## config.mk

```make
export PLATFORM = sky130hd
export DESIGN_NAME = bit_rotate_flag_datapath
export DESIGN_NICKNAME = d
export VERILOG_FILES = /design/src/bitops_pkg.sv /design/src/bit_rotate_flag_datapath.sv
export SDC_FILE = /design/constraint.sdc
export NUM_CORES = 1
export LEC_CHECK = 0
export BUFFER_PORTS_ARGS = -buffer_cell sky130_fd_sc_hd__buf_2
export CAP_MARGIN = 20
export CELL_PAD_IN_SITES_DETAIL_PLACEMENT = 1
export CELL_PAD_IN_SITES_GLOBAL_PLACEMENT = 2
export CORE_ASPECT_RATIO = 0.9
export CORE_MARGIN = 2
export CORE_UTILIZATION = 38
export CTS_CLUSTER_SIZE = 8
export DETAILED_ROUTE_END_ITERATION = 16
export PLACE_DENSITY = 0.84
export SLEW_MARGIN = 10
export SYNTH_ARGS = -nofsm -noshare
export SYNTH_HDL_FRONTEND = slang
export SYNTH_SLANG_ARGS = --single-unit
```

## constraint.sdc

```tcl
create_clock -name pclk -period 4.53 [get_ports pclk]
set_input_delay 0.906 -clock pclk [delete_from_list [all_inputs] [get_ports pclk]]
set_output_delay 0.906 -clock pclk [all_outputs]
set_load 0.01 [all_outputs]
```

## src/bitops_pkg.sv

```systemverilog
// register map, field layout, opcodes and flag positions of the bit/rotate datapath
package bitops_pkg;

	// register byte offsets
	localparam logic [7:0] OFS_OPERAND = 8'h00;
	localparam logic [7:0] OFS_FLAGS   = 8'h04;
	localparam logic [7:0] OFS_CMD     = 8'h08;
	localparam logic [7:0] OFS_TIMING  = 8'h0C;
	localparam logic [7:0] OFS_IO_BASE = 8'h10;
	localparam int         IO_COUNT    = 4;

	// reset values
	localparam logic [7:0]  RST_OPERAND = 8'h00;
	localparam logic [7:0]  RST_FLAGS   = 8'h00;
	localparam logic [7:0]  RST_IO      = 8'h00;
	localparam logic [17:0] RST_CMD     = 18'h00000;
	localparam logic [8:0]  RST_TIMING  = 9'h000;

	// status flag positions
	localparam int FLG_C = 0;
	localparam int FLG_Z = 1;
	localparam int FLG_N = 2;
	localparam int FLG_V = 3;
	localparam int FLG_S = 4;
	localparam int FLG_H = 5;
	localparam int FLG_T = 6;

	// command word fields
	localparam int CMD_OP_LSB     = 0;
	localparam int CMD_BIT_LSB    = 4;
	localparam int CMD_IOSEL_LSB  = 8;
	localparam int CMD_BASE_LSB   = 12;
	localparam int CMD_TARGET_LSB = 16;
	localparam int CMD_WIDTH      = 18;

	// timing register fields
	localparam int TIM_EXACT_BIT = 8;
	localparam logic [3:0] SRAM_EXTRA_CYCLES = 4'h1;

	// memory targets for the access timing query
	localparam logic [1:0] TGT_OTHER    = 2'h0;
	localparam logic [1:0] TGT_SRAM     = 2'h1;
	localparam logic [1:0] TGT_EXTERNAL = 2'h2;

	typedef enum logic [3:0] {
		OP_NOP        = 4'h0,
		OP_ROT_LEFT   = 4'h1,
		OP_ROT_RIGHT  = 4'h2,
		OP_ARITH_SHR  = 4'h3,
		OP_SWAP       = 4'h4,
		OP_SET_IO     = 4'h5,
		OP_CLR_IO     = 4'h6,
		OP_STORE_T    = 4'h7,
		OP_LOAD_T     = 4'h8,
		OP_SET_V      = 4'h9,
		OP_CLR_V      = 4'hA,
		OP_SET_H      = 4'hB,
		OP_CLR_H      = 4'hC,
		OP_SET_S      = 4'hD,
		OP_CLR_S      = 4'hE,
		OP_MEM_TIMING = 4'hF
	} op_e;

	typedef struct packed {
		logic [1:0] target;
		logic [3:0] base;
		logic [1:0] pad_hi;
		logic [1:0] io_sel;
		logic       spare;
		logic [2:0] bit_sel;
		op_e        op;
	} cmd_s;

	typedef struct packed {
		logic [7:0] operand;
		logic [7:0] flags;
		logic       io_we;
		logic [7:0] io_val;
		logic       tim_we;
		logic [8:0] timing;
	} result_s;

endpackage

```

## src/bit_rotate_flag_datapath.sv

```systemverilog
// rotate/shift, bit transfer and flag datapath behind an apb register slave
`timescale 1ns/1ps
module bit_rotate_flag_datapath
	import bitops_pkg::*;
(
	// clock and reset
	input  wire logic        pclk,
	input  wire logic        presetn,
	// apb slave
	input  wire logic        psel,
	input  wire logic        penable,
	input  wire logic        pwrite,
	input  wire logic [7:0]  paddr,
	input  wire logic [31:0] pwdata,
	output logic             pready,
	output logic [31:0]      prdata,
	output logic             pslverr
);

	logic [7:0]           operand_ff;
	logic [7:0]           flags_ff;
	logic [CMD_WIDTH-1:0] cmd_ff;
	logic [8:0]           timing_ff;
	logic [7:0]           io_ff [IO_COUNT];
	logic                 pready_ff;
	logic [31:0]          prdata_ff;
	logic                 pslverr_ff;

	// address decode
	wire logic setup_ph   = psel & ~penable;
	wire logic done       = psel & penable & pready_ff;
	wire logic hit_op     = (paddr == OFS_OPERAND);
	wire logic hit_fl     = (paddr == OFS_FLAGS);
	wire logic hit_cmd    = (paddr == OFS_CMD);
	wire logic hit_tim    = (paddr == OFS_TIMING);
	wire logic hit_io     = (paddr[7:4] == OFS_IO_BASE[7:4]) && (paddr[1:0] == 2'h0);
	wire logic [1:0] io_a = paddr[3:2];
	wire logic mapped     = hit_op | hit_fl | hit_cmd | hit_tim | hit_io;
	wire logic wr_ok      = done & pwrite & mapped;
	wire logic wr_cmd     = wr_ok & hit_cmd;

	wire cmd_s cmd        = cmd_s'(pwdata[CMD_WIDTH-1:0]);
	wire logic [7:0] io_cur = io_ff[cmd.io_sel];
	wire logic old_c      = flags_ff[FLG_C];

	wire logic [31:0] rd_mux =
		hit_op  ? {24'h000000, operand_ff} :
		hit_fl  ? {24'h000000, flags_ff} :
		hit_cmd ? {14'h0000, cmd_ff} :
		hit_tim ? {23'h000000, timing_ff} :
		hit_io  ? {24'h000000, io_ff[io_a]} : 32'h00000000;

	result_s res;

	always_comb begin
		logic [7:0] r;
		r = operand_ff;
		res = '{operand: operand_ff, flags: flags_ff, io_we: 1'b0, io_val: io_cur,
			tim_we: 1'b0, timing: timing_ff};
		case (cmd.op)
			OP_ROT_LEFT: begin
				r = {operand_ff[6:0], old_c};
				res.operand = r;
				res.flags[FLG_C] = operand_ff[7];
				res.flags[FLG_Z] = (r == 8'h00);
				res.flags[FLG_N] = r[7];
				res.flags[FLG_V] = r[7] ^ operand_ff[7];
				res.flags[FLG_H] = operand_ff[3];
			end
			OP_ROT_RIGHT: begin
				r = {old_c, operand_ff[7:1]};
				res.operand = r;
				res.flags[FLG_C] = operand_ff[0];
				res.flags[FLG_Z] = (r == 8'h00);
				res.flags[FLG_N] = r[7];
				res.flags[FLG_V] = r[7] ^ operand_ff[0];
			end
			OP_ARITH_SHR: begin
				r = {operand_ff[7], operand_ff[7:1]};
				res.operand = r;
				res.flags[FLG_C] = operand_ff[0];
				res.flags[FLG_Z] = (r == 8'h00);
				res.flags[FLG_N] = r[7];
				res.flags[FLG_V] = r[7] ^ operand_ff[0];
			end
			OP_SWAP: res.operand = {operand_ff[3:0], operand_ff[7:4]};
			OP_SET_IO: begin
				res.io_we = 1'b1;
				res.io_val[cmd.bit_sel] = 1'b1;
			end
			OP_CLR_IO: begin
				res.io_we = 1'b1;
				res.io_val[cmd.bit_sel] = 1'b0;
			end
			OP_STORE_T: res.flags[FLG_T] = operand_ff[cmd.bit_sel];
			OP_LOAD_T: res.operand[cmd.bit_sel] = flags_ff[FLG_T];
			OP_SET_V: res.flags[FLG_V] = 1'b1;
			OP_CLR_V: res.flags[FLG_V] = 1'b0;
			OP_SET_H: res.flags[FLG_H] = 1'b1;
			OP_CLR_H: res.flags[FLG_H] = 1'b0;
			OP_SET_S: res.flags[FLG_S] = 1'b1;
			OP_CLR_S: res.flags[FLG_S] = 1'b0;
			OP_MEM_TIMING: begin
				res.tim_we = 1'b1;
				// sram adds a cycle; external count only a lower bound
				res.timing[3:0] = (cmd.target == TGT_SRAM) ?
					4'(cmd.base + SRAM_EXTRA_CYCLES) : cmd.base;
				res.timing[TIM_EXACT_BIT] = (cmd.target != TGT_EXTERNAL);
				res.timing[7:4] = 4'h0;
			end
			default: r = operand_ff;
		endcase
	end

	wire logic [7:0] nxt_operand = wr_cmd ? res.operand :
		(wr_ok & hit_op) ? pwdata[7:0] : operand_ff;
	wire logic [7:0] nxt_flags = wr_cmd ? res.flags :
		(wr_ok & hit_fl) ? pwdata[7:0] : flags_ff;
	wire logic [8:0] nxt_timing = (wr_cmd & res.tim_we) ? res.timing : timing_ff;

	// apb handshake: answer registered in setup, taken in access
	always_ff @(posedge pclk or negedge presetn) begin
		if (!presetn) begin
			pready_ff  <= 1'b0;
			prdata_ff  <= 32'h00000000;
			pslverr_ff <= 1'b0;
		end else begin
			pready_ff  <= setup_ph;
			pslverr_ff <= setup_ph & ~mapped;
			prdata_ff  <= (setup_ph & ~pwrite) ? rd_mux : 32'h00000000;
		end
	end

	always_ff @(posedge pclk or negedge presetn) begin
		if (!presetn) begin
			operand_ff <= RST_OPERAND;
			flags_ff   <= RST_FLAGS;
			cmd_ff     <= RST_CMD;
			timing_ff  <= RST_TIMING;
		end else begin
			operand_ff <= nxt_operand;
			flags_ff   <= nxt_flags;
			timing_ff  <= nxt_timing;
			if (wr_cmd) begin
				cmd_ff <= pwdata[CMD_WIDTH-1:0];
			end
		end
	end

	always_ff @(posedge pclk or negedge presetn) begin
		if (!presetn) begin
			for (int i = 0; i < IO_COUNT; i++) begin
				io_ff[i] <= RST_IO;
			end
		end else if (wr_cmd & res.io_we) begin
			io_ff[cmd.io_sel] <= res.io_val;
		end else if (wr_ok & hit_io) begin
			io_ff[io_a] <= pwdata[7:0];
		end
	end

	assign pready  = pready_ff;
	assign prdata  = prdata_ff;
	assign pslverr = pslverr_ff;

	// helper state for assertions
	logic [7:0] prev_op_ff;
	logic [7:0] prev_fl_ff;
	logic [7:0] prev_io_ff;
	cmd_s       prev_cmd_ff;
	logic       prev_exec_ff;
	always_ff @(posedge pclk or negedge presetn) begin
		if (!presetn) begin
			prev_op_ff   <= RST_OPERAND;
			prev_fl_ff   <= RST_FLAGS;
			prev_io_ff   <= RST_IO;
			prev_cmd_ff  <= cmd_s'(RST_CMD);
			prev_exec_ff <= 1'b0;
		end else begin
			prev_op_ff   <= operand_ff;
			prev_fl_ff   <= flags_ff;
			prev_io_ff   <= io_cur;
			prev_cmd_ff  <= cmd;
			prev_exec_ff <= wr_cmd;
		end
	end

	wire logic ex_rot_left = prev_exec_ff && prev_cmd_ff.op == OP_ROT_LEFT;

	a_left_rotate: assert property (@(posedge pclk) disable iff (!presetn)
		ex_rot_left |-> operand_ff == {prev_op_ff[6:0], prev_fl_ff[FLG_C]}
			&& flags_ff[FLG_C] == prev_op_ff[7] && flags_ff[FLG_H] == prev_op_ff[3]
			&& flags_ff[FLG_S] == prev_fl_ff[FLG_S])
		else $error("rotate left result or flags wrong");

	// zero, negative and overflow follow the new value and new carry
	a_left_flags: assert property (@(posedge pclk) disable iff (!presetn)
		ex_rot_left |-> flags_ff[FLG_Z] == (operand_ff == 8'h00)
			&& flags_ff[FLG_N] == operand_ff[7]
			&& flags_ff[FLG_V] == (operand_ff[7] ^ flags_ff[FLG_C])
			&& flags_ff[7:6] == prev_fl_ff[7:6])
		else $error("rotate left zero, negative or overflow wrong");

	a_right_rotate: assert property (@(posedge pclk) disable iff (!presetn)
		(prev_exec_ff && prev_cmd_ff.op == OP_ROT_RIGHT) |-> operand_ff ==
			{prev_fl_ff[FLG_C], prev_op_ff[7:1]} && flags_ff[FLG_C] == prev_op_ff[0]
			&& flags_ff[FLG_H] == prev_fl_ff[FLG_H] && flags_ff[FLG_Z] == (operand_ff == 8'h00))
		else $error("rotate right result or flags wrong");

	a_io_bit_set: assert property (@(posedge pclk) disable iff (!presetn)
		(wr_cmd && cmd.op == OP_SET_IO) |=> io_ff[prev_cmd_ff.io_sel][prev_cmd_ff.bit_sel]
			&& flags_ff == prev_fl_ff)
		else $error("io bit not set or flags disturbed");

	a_io_bit_clear: assert property (@(posedge pclk) disable iff (!presetn)
		(wr_cmd && cmd.op == OP_CLR_IO) |=> !io_ff[prev_cmd_ff.io_sel][prev_cmd_ff.bit_sel]
			&& flags_ff == prev_fl_ff)
		else $error("io bit not cleared or flags disturbed");

	a_store_t_flag: assert property (@(posedge pclk) disable iff (!presetn)
		(prev_exec_ff && prev_cmd_ff.op == OP_STORE_T) |->
			flags_ff[FLG_T] == prev_op_ff[prev_cmd_ff.bit_sel]
			&& flags_ff[5:0] == prev_fl_ff[5:0] && flags_ff[7] == prev_fl_ff[7])
		else $error("transfer flag store wrong");

	a_load_t_bit: assert property (@(posedge pclk) disable iff (!presetn)
		(prev_exec_ff && prev_cmd_ff.op == OP_LOAD_T) |->
			operand_ff[prev_cmd_ff.bit_sel] == prev_fl_ff[FLG_T] && flags_ff == prev_fl_ff)
		else $error("transfer flag load wrong");

	a_overflow_ops: assert property (@(posedge pclk) disable iff (!presetn)
		(wr_cmd && (cmd.op == OP_SET_V || cmd.op == OP_CLR_V)) |=>
			flags_ff[FLG_V] == (prev_cmd_ff.op == OP_SET_V)
			&& (flags_ff & 8'hF7) == (prev_fl_ff & 8'hF7))
		else $error("overflow flag op wrong");

	a_clear_ovf_alone: assert property (@(posedge pclk) disable iff (!presetn)
		(prev_exec_ff && prev_cmd_ff.op == OP_CLR_V) |->
			!flags_ff[FLG_V] && (flags_ff & 8'hF7) == (prev_fl_ff & 8'hF7))
		else $error("overflow clear wrong or other flags disturbed");

	a_half_signed: assert property (@(posedge pclk) disable iff (!presetn)
		(wr_cmd && cmd.op inside {OP_SET_H, OP_CLR_H, OP_SET_S, OP_CLR_S}) |=>
			((flags_ff ^ prev_fl_ff) & 8'hCF) == 8'h00)
		else $error("half carry or signed op touched other flags");

	a_half_value: assert property (@(posedge pclk) disable iff (!presetn)
		(prev_exec_ff && prev_cmd_ff.op inside {OP_SET_H, OP_CLR_H}) |->
			flags_ff[FLG_H] == (prev_cmd_ff.op == OP_SET_H) && flags_ff[FLG_S] == prev_fl_ff[FLG_S])
		else $error("half carry flag value wrong");

	a_signed_value: assert property (@(posedge pclk) disable iff (!presetn)
		(prev_exec_ff && prev_cmd_ff.op inside {OP_SET_S, OP_CLR_S}) |->
			flags_ff[FLG_S] == (prev_cmd_ff.op == OP_SET_S) && flags_ff[FLG_H] == prev_fl_ff[FLG_H])
		else $error("signed flag value wrong");

	a_sram_extra: assert property (@(posedge pclk) disable iff (!presetn)
		(prev_exec_ff && prev_cmd_ff.op == OP_MEM_TIMING) |->
			timing_ff[3:0] == prev_cmd_ff.base
				+ ((prev_cmd_ff.target == TGT_SRAM) ? SRAM_EXTRA_CYCLES : 4'h0)
			&& timing_ff[TIM_EXACT_BIT] == (prev_cmd_ff.target != TGT_EXTERNAL))
		else $error("memory timing wrong");

	a_ext_inexact: assert property (@(posedge pclk) disable iff (!presetn)
		(prev_exec_ff && prev_cmd_ff.op == OP_MEM_TIMING && prev_cmd_ff.target == TGT_EXTERNAL)
			|-> timing_ff == {1'b0, 4'h0, prev_cmd_ff.base})
		else $error("external memory count not flagged inexact");

	a_arith_shift: assert property (@(posedge pclk) disable iff (!presetn)
		(prev_exec_ff && prev_cmd_ff.op == OP_ARITH_SHR) |->
			operand_ff == {prev_op_ff[7], prev_op_ff[7:1]} && flags_ff[FLG_C] == prev_op_ff[0])
		else $error("arithmetic shift wrong");

	a_swap_nibbles: assert property (@(posedge pclk) disable iff (!presetn)
		(prev_exec_ff && prev_cmd_ff.op == OP_SWAP) |->
			operand_ff == {prev_op_ff[3:0], prev_op_ff[7:4]} && flags_ff == prev_fl_ff)
		else $error("nibble swap wrong");

	a_apb_answer: assert property (@(posedge pclk) disable iff (!presetn)
		(psel && !penable) |=> pready ##1 !pready)
		else $error("apb answer not one cycle after setup");

	a_err_with_ready: assert property (@(posedge pclk) disable iff (!presetn)
		pslverr |-> pready)
		else $error("error response outside the access phase");

	a_idle_data_zero: assert property (@(posedge pclk) disable iff (!presetn)
		!pready |-> prdata == 32'h00000000)
		else $error("read data not zero outside a response");

	c_left_exec: cover property (@(posedge pclk) disable iff (!presetn)
		wr_cmd && cmd.op == OP_ROT_LEFT);
	c_io_set:   cover property (@(posedge pclk) disable iff (!presetn) wr_cmd && cmd.op == OP_SET_IO);
	c_sram_tim: cover property (@(posedge pclk) disable iff (!presetn)
		wr_cmd && cmd.op == OP_MEM_TIMING && cmd.target == TGT_SRAM);
	c_ext_tim:  cover property (@(posedge pclk) disable iff (!presetn)
		wr_cmd && cmd.op == OP_MEM_TIMING && cmd.target == TGT_EXTERNAL);
	c_unmapped: cover property (@(posedge pclk) disable iff (!presetn) pslverr);

endmodule // bit_rotate_flag_datapath

```

# Yosys cells after proc, flatten, opt, wreduce, memory -nomap -nowiden
# Index checks and enable logic that the tools add are counted.
totals:
  in_bits: 45
  regBits: 91
classes:
  n_bitwise: 29
  add_sub_neg: 1
  n_eq_ne: 29
  n_mux: 38
  n_reduce_logical: 21
  n_lt_le_gt_ge: 6
op_table:
  columns: ["op", "count"]
  rows:
  - ["$mux W18", 4]
  - ["$mux W8", 9]
  - ["$bwmux W32", 2]
  - ["$mux W32", 2]
  - ["$pmux W8 S5", 1]
  - ["$bmux W8 S2", 2]
  - ["$demux W8 S2", 2]
  - ["$eq A4 B4 Y1 const B", 8]
  - ["$logic_not A8 Y1", 4]
  - ["$pmux W9 S2", 1]
  - ["$eq A4 B3 Y1 const B", 4]
  - ["$eq A8 B4 Y1 const B", 2]
  - ["$reduce_and A2 Y1", 8]
  - ["$mux W7", 2]
  - ["$and A1 B1 Y1", 13]
  - ["$ne A6 B1 Y1 const B", 2]
  - ["$mux W10", 1]
  - ["$mux W9", 1]
  - ["$pmux W3 S3", 1]
  - ["$and A8 B8 Y8", 1]
  - ["$bwmux W8", 1]
  - ["$eq A4 B1 Y1 const B", 2]
  - ["$eq A4 B2 Y1 const B", 2]
  - ["$eq A8 B3 Y1 const B", 1]
  - ["other kinds (28)", 48]

# Longest topological paths before layout
logic_depth:
  word_depth: 10
  mapped_depth: 8
  depth_no_buf: 6

# Least setup slack after synthesis
# No wires, ideal clock.
synth_path:
  path_kind: "input port to flip-flop"
  from: "input port pwdata[8]"
  to: "register io_ff[21] in the netlist's numbering"
  path_stages: 6
  arrival_ns: 2.520
  slack_ns: 1.884
  path_cell_list: "clkbuf_1 > buf_2 > mux4_2 > o22ai_1 > nor2_1 > a221o_1"
synth_via:
  elab_chain_cells: 8
  elab_cells_between_ends: 14
  cone_classes: "order compare (2); mux (8); bitwise (3); reduce/logical (1)"
synth_rtl:
  columns: ["item", "line", "rtl"]
  rows:
  - ["start: declaration", "bit_rotate_flag_datapath.sv:14", "input wire logic [31:0] pwdata,"]
  - ["$not A2 Y3 (implied by the code) (*)", "bit_rotate_flag_datapath.sv:43, bit_rotate_flag_datapath.sv:156", null]
  - ["$bmux W8 S2", "bit_rotate_flag_datapath.sv:43", "wire logic [7:0] io_cur = io_ff[cmd.io_sel];"]
  - ["$mux W8 (implied by the code) (2 in a row)", "bit_rotate_flag_datapath.sv:43", null]
  - ["$and A8 B8 Y8 (no source line) or $or A8 B8 Y8 (tied branches)", null, null]
  - ["$pmux W9 S2", "bit_rotate_flag_datapath.sv:60", "case (cmd.op)"]
  - ["$bwmux W32 (*)", "bit_rotate_flag_datapath.sv:156", "io_ff[cmd.io_sel] <= res.io_val;"]
  - ["$mux W32 (*)", "bit_rotate_flag_datapath.sv:155", "end else if (wr_cmd & res.io_we) begin"]
  - ["end signal: indexed assignment", "bit_rotate_flag_datapath.sv:156", null]
  - ["end signal: indexed assignment", "bit_rotate_flag_datapath.sv:158", "io_ff[io_a] <= pwdata[7:0];"]
  - ["end: declaration", "bit_rotate_flag_datapath.sv:24", "logic [7:0] io_ff [IO_COUNT];"]
# Every way passes the cells marked *; elsewhere a longest branch is shown, timed or not. The select of a mux whose other input is x is not followed.
# A chain may end at the register's enable or synchronous reset.

# Worst setup path in the final report
layout_path:
  from: "input port pwdata[3]"
  to: "register io_ff[11] in the netlist's numbering"
layout_via:
  elab_chain_cells: 4
  elab_cells_between_ends: 9
  cone_classes: "eq/ne (2); mux (5); bitwise (1); reduce/logical (1)"
layout_rtl:
  columns: ["item", "line"]
  rows:
  - ["$eq A4 B3 Y1", "bit_rotate_flag_datapath.sv:60"]
  - ["$pmux W9 S2", "bit_rotate_flag_datapath.sv:60"]
  - ["$bwmux W32 or $and A1 B1 Y1 (tied branches)", "bit_rotate_flag_datapath.sv:156, bit_rotate_flag_datapath.sv:155"]
  - ["$mux W32 or $reduce_bool A2 Y1 (tied branches)", null]
# Several ways; a longest one is shown, not always the timed one. The select of a mux whose other input is x is not followed.

==> flow_summary_export.csv <==
group,metric,value,unit
status,status,"complete, no violations",
power,ir_worst_vdd,0.205,mV
layout,nets,688,
global_route,grt_first_pass_wirelength,29900,µm
worst_setup_path,timing.critical_path.required,4.79,ns
worst_hold_path,min-delay-path-class,"flop to flop",
timing,slew_headroom,30.3,%
global_route,grt_use_total,25.5,%
timing,timing.setup.tns,0,ns
worst_setup_path,crit_fanout,19,
timing,fin_skew,0.0113,ns
power,p_leak,2.76,nW
floorplanning,chipWidth,131,µm
floorplanning,io_pins,79,
yosys,fraction_of_synthesis_flops_using_an_asynchronous_set_or_reset_pin,100,%
timing,timing_hold_violations_final,0,
routing,average_wire_length_per_cell_after_detail_routing,22.3,µm
global_route,grt_util_met2,38.4,%
yosys,netlist_area_before_placement,0.00552,mm²
timing,maxSlewViolCount,0,
routing,number_of_nets_still_failing_antenna_checks_after_routing,0,
worst_setup_path,start_kind,"primary input",
routing,drt_pass1_iterations,7,
floorplanning,core,0.0141,mm²
worst_setup_path,cp.arrival,3.42,ns
global_route,overflow,0,
cts,tritoncts.num_buffers,9,
yosys,yosysSeqAreaShare,41.3,%
global_route,grt_start_max_net_pins,61,
worst_setup_path,critical_path_class,"primary input to flop",
routing,vias_per_cell,6.04,
cts,ctsResizeCount,0,
routing,finalWirelength,18700,µm
layout,finalCoreUtilization,43.8,%
timing,grt_setup_unrepaired,"false",
global_route,grt_antenna_before_repair,0,
cts,clk-insertion-delay-late,0.36,ns
cts,clock-sinks,91,
timing,setup_viol,0,
timing,timing.fmax,316,MHz
worst_setup_path,critical_path.endpoint_type,"flop",
cts,root_buffer,"sky130_fd_sc_hd__clkbuf_16",
yosys,postSynthAreaPerCell,8.90,µm²
routing,remaining_drc_errors,0,
layout,layout_commonest_cell,"sky130_fd_sc_hd__nand2_1",
timing,worst-slew-pin-transition,1.04,ns
timing,min_period,3.17,ns
layout,areaGrowthSynthToFinish,12.1,%
yosys,synth.distinct_cells,63,
cts,clock_tree.htree_level_count,3,
yosys,flip_flop_and_latch_count_after_synthesis,91,
yosys,synth-edff-count,0,
floorplanning,start_util,39.1,%
placement,io_buffer_count,50,
yosys,netlist_instances,620,
routing,drt_iter0_markers,579,
timing,final.period_utilization,69.9,%
floorplanning,rows,41,
global_route,gr-max-usage-layer,"met2",
cts,cts-root-to-sink-buffers,2,
power,power_per_cell_area,309,mW/mm²
floorplanning,chipHeight,118,µm
global_route,grt_pass1_vias,5188,
layout,drive_gt1_share,16.6,%
global_route,grt_use_met1,36.6,%
floorplanning,floorplan.die_area,0.0155,mm²
yosys,ys.flop_type,"sky130_fd_sc_hd__dfrtp_1",
cts,cts_tree,"done",
layout,insertedDiodeCount,0,
yosys,synthesis.yosys.warnings,0,
placement,routabilityCongestion,0.889,
global_route,use_met3,4.62,%
layout,most-common-layout-cells,"sky130_fd_sc_hd__nand2_1, sky130_fd_sc_hd__dfrtp_1, sky130_fd_sc_hd__nor2_1",
cts,hold_buffers,0,
routing,detailroute.via_count,5068,
cts,postCtsSetupRepairBufs,0,
cts,path_clk_slew,0.06,ns
job,max_cap_violations,0,
placement,dp_hpwl,12600,µm
[cells by family after synthesis]
| family | synth area share (%) |
|---|---|
| multiplexers | 9.48 |
| adder cells (fa/ha/maj) | 0.454 |
| other | 0.0680 |
| AND/OR/NAND/NOR | 22.2 |
| AO/OA/AOI/OAI | 19.3 |
| buffers and inverters | 6.37 |
| XOR/XNOR | 0.794 |
| flip-flops | 41.3 |
[path summary, 6_finish.rpt]
kind / start / endpoint / slack [ns] / cells after the start
worst max-delay path: pwdata[3] / io_ff[11] / 1.36 / 7
worst min-delay path: cmd_ff[10] / cmd_ff[10] / 0.47 / 2
worst max register to register: pready / operand_ff[0] / 2.19 / 5
worst min register to register: cmd_ff[10] / cmd_ff[10] / 0.47 / 2
max in group asynchronous: presetn / flags_ff[0] / 2.92 / 2
min in group asynchronous: presetn / operand_ff[4] / 0.63 / 1
[Yosys cell counts, drive strengths merged (3+ instances only)]
cell / instances / area, µm²
nand3b: 6 / 45.0
o22ai: 10 / 62.6
a311oi: 3 / 32.5
a31oi: 10 / 62.6
mux4: 16 / 360
o32ai: 3 / 26.3
a221o: 5 / 50.1
nand2b: 7 / 43.8
xor2: 3 / 26.3
or3: 8 / 50.1
a21oi: 43 / 215
a22oi: 8 / 60.1
nand4b: 3 / 41.3
nand4: 4 / 31.3
dfrtp: 91 / 2280
o21ai: 39 / 195
mux2i: 14 / 140
nand3: 17 / 90.1
or3b: 3 / 26.3
nor3: 15 / 75.1
o31ai: 4 / 30.0
buf: 33 / 198
a21o: 4 / 30.0
nor2b: 7 / 43.8
clkbuf: 31 / 116
o211ai: 16 / 120
and2: 10 / 62.6
o221ai: 11 / 96.3
or2: 3 / 18.8
nor2: 53 / 204
nor3b: 3 / 22.5
nand2: 100 / 375
nor4: 3 / 33.8
inv: 10 / 37.5
[per-layer routing]
metal  wire length, µm  part of all wire (%)
met1              8410                    45
met2              8590                    46
met3              1220                   6.5
met4               518                   2.8
met5                 0                     0
[worst max-delay path: stages]
cell and delay (ns):
sky130_fd_sc_hd__buf_2 0.37, sky130_fd_sc_hd__nand2b_1 0.64, sky130_fd_sc_hd__buf_4 0.28, sky130_fd_sc_hd__nor4b_1 0.07, sky130_fd_sc_hd__o2111ai_1 0.85, sky130_fd_sc_hd__a22oi_1 0.14
sky130_fd_sc_hd__o21ai_0 0.14
[power breakdown]
part | switching (mW) | internal (mW) | leakage (nW)
clock | 0.350 | 0.563 | 0.176
combinational | 0.130 | 0.0496 | 1.33
sequential | 0.00468 | 0.816 | 1.26
[metrics by stage]
| step | worst slack (ns) | instances | hold WS [ns] | area (µm²) | power (mW) |
|---|---|---|---|---|---|
| floorplan | 1.88 | 633 | 0.437 | 5570 | 0.945 |
| global placement | 1.16 | 823 | 0.452 | 5830 | 1.01 |
| detailed placement | 1.09 | 823 | 0.456 | 5830 | 1.01 |
| CTS | 1.44 | 839 | 0.471 | 6190 | 1.92 |
| global route | 1.21 | 839 | 0.489 | 6190 | 1.98 |
| finish | 1.36 | 839 | 0.467 | 6190 | 1.91 |
[area by class of cell]
| type | instances | area (µm²) |
|---|---|---|
| inverter | 10 | 37.5 |
| clock inverter | 6 | 119 |
| timing repair buffer | 61 | 335 |
| tap | 193 | 241 |
| clock buffer | 10 | 239 |
| multi-input combinational | 468 | 2940 |
| sequential | 91 | 2280 |
| fill | 1674 | 7920 |
[flip-flops by register name, indices dropped and copies added (netlist names)]
name        count
timing_ff       5
operand_ff      8
pslverr         1
cmd_ff         18
prdata         18
io_ff          32
pready          1
flags_ff        8
Power figures use the tool's default switching activity.
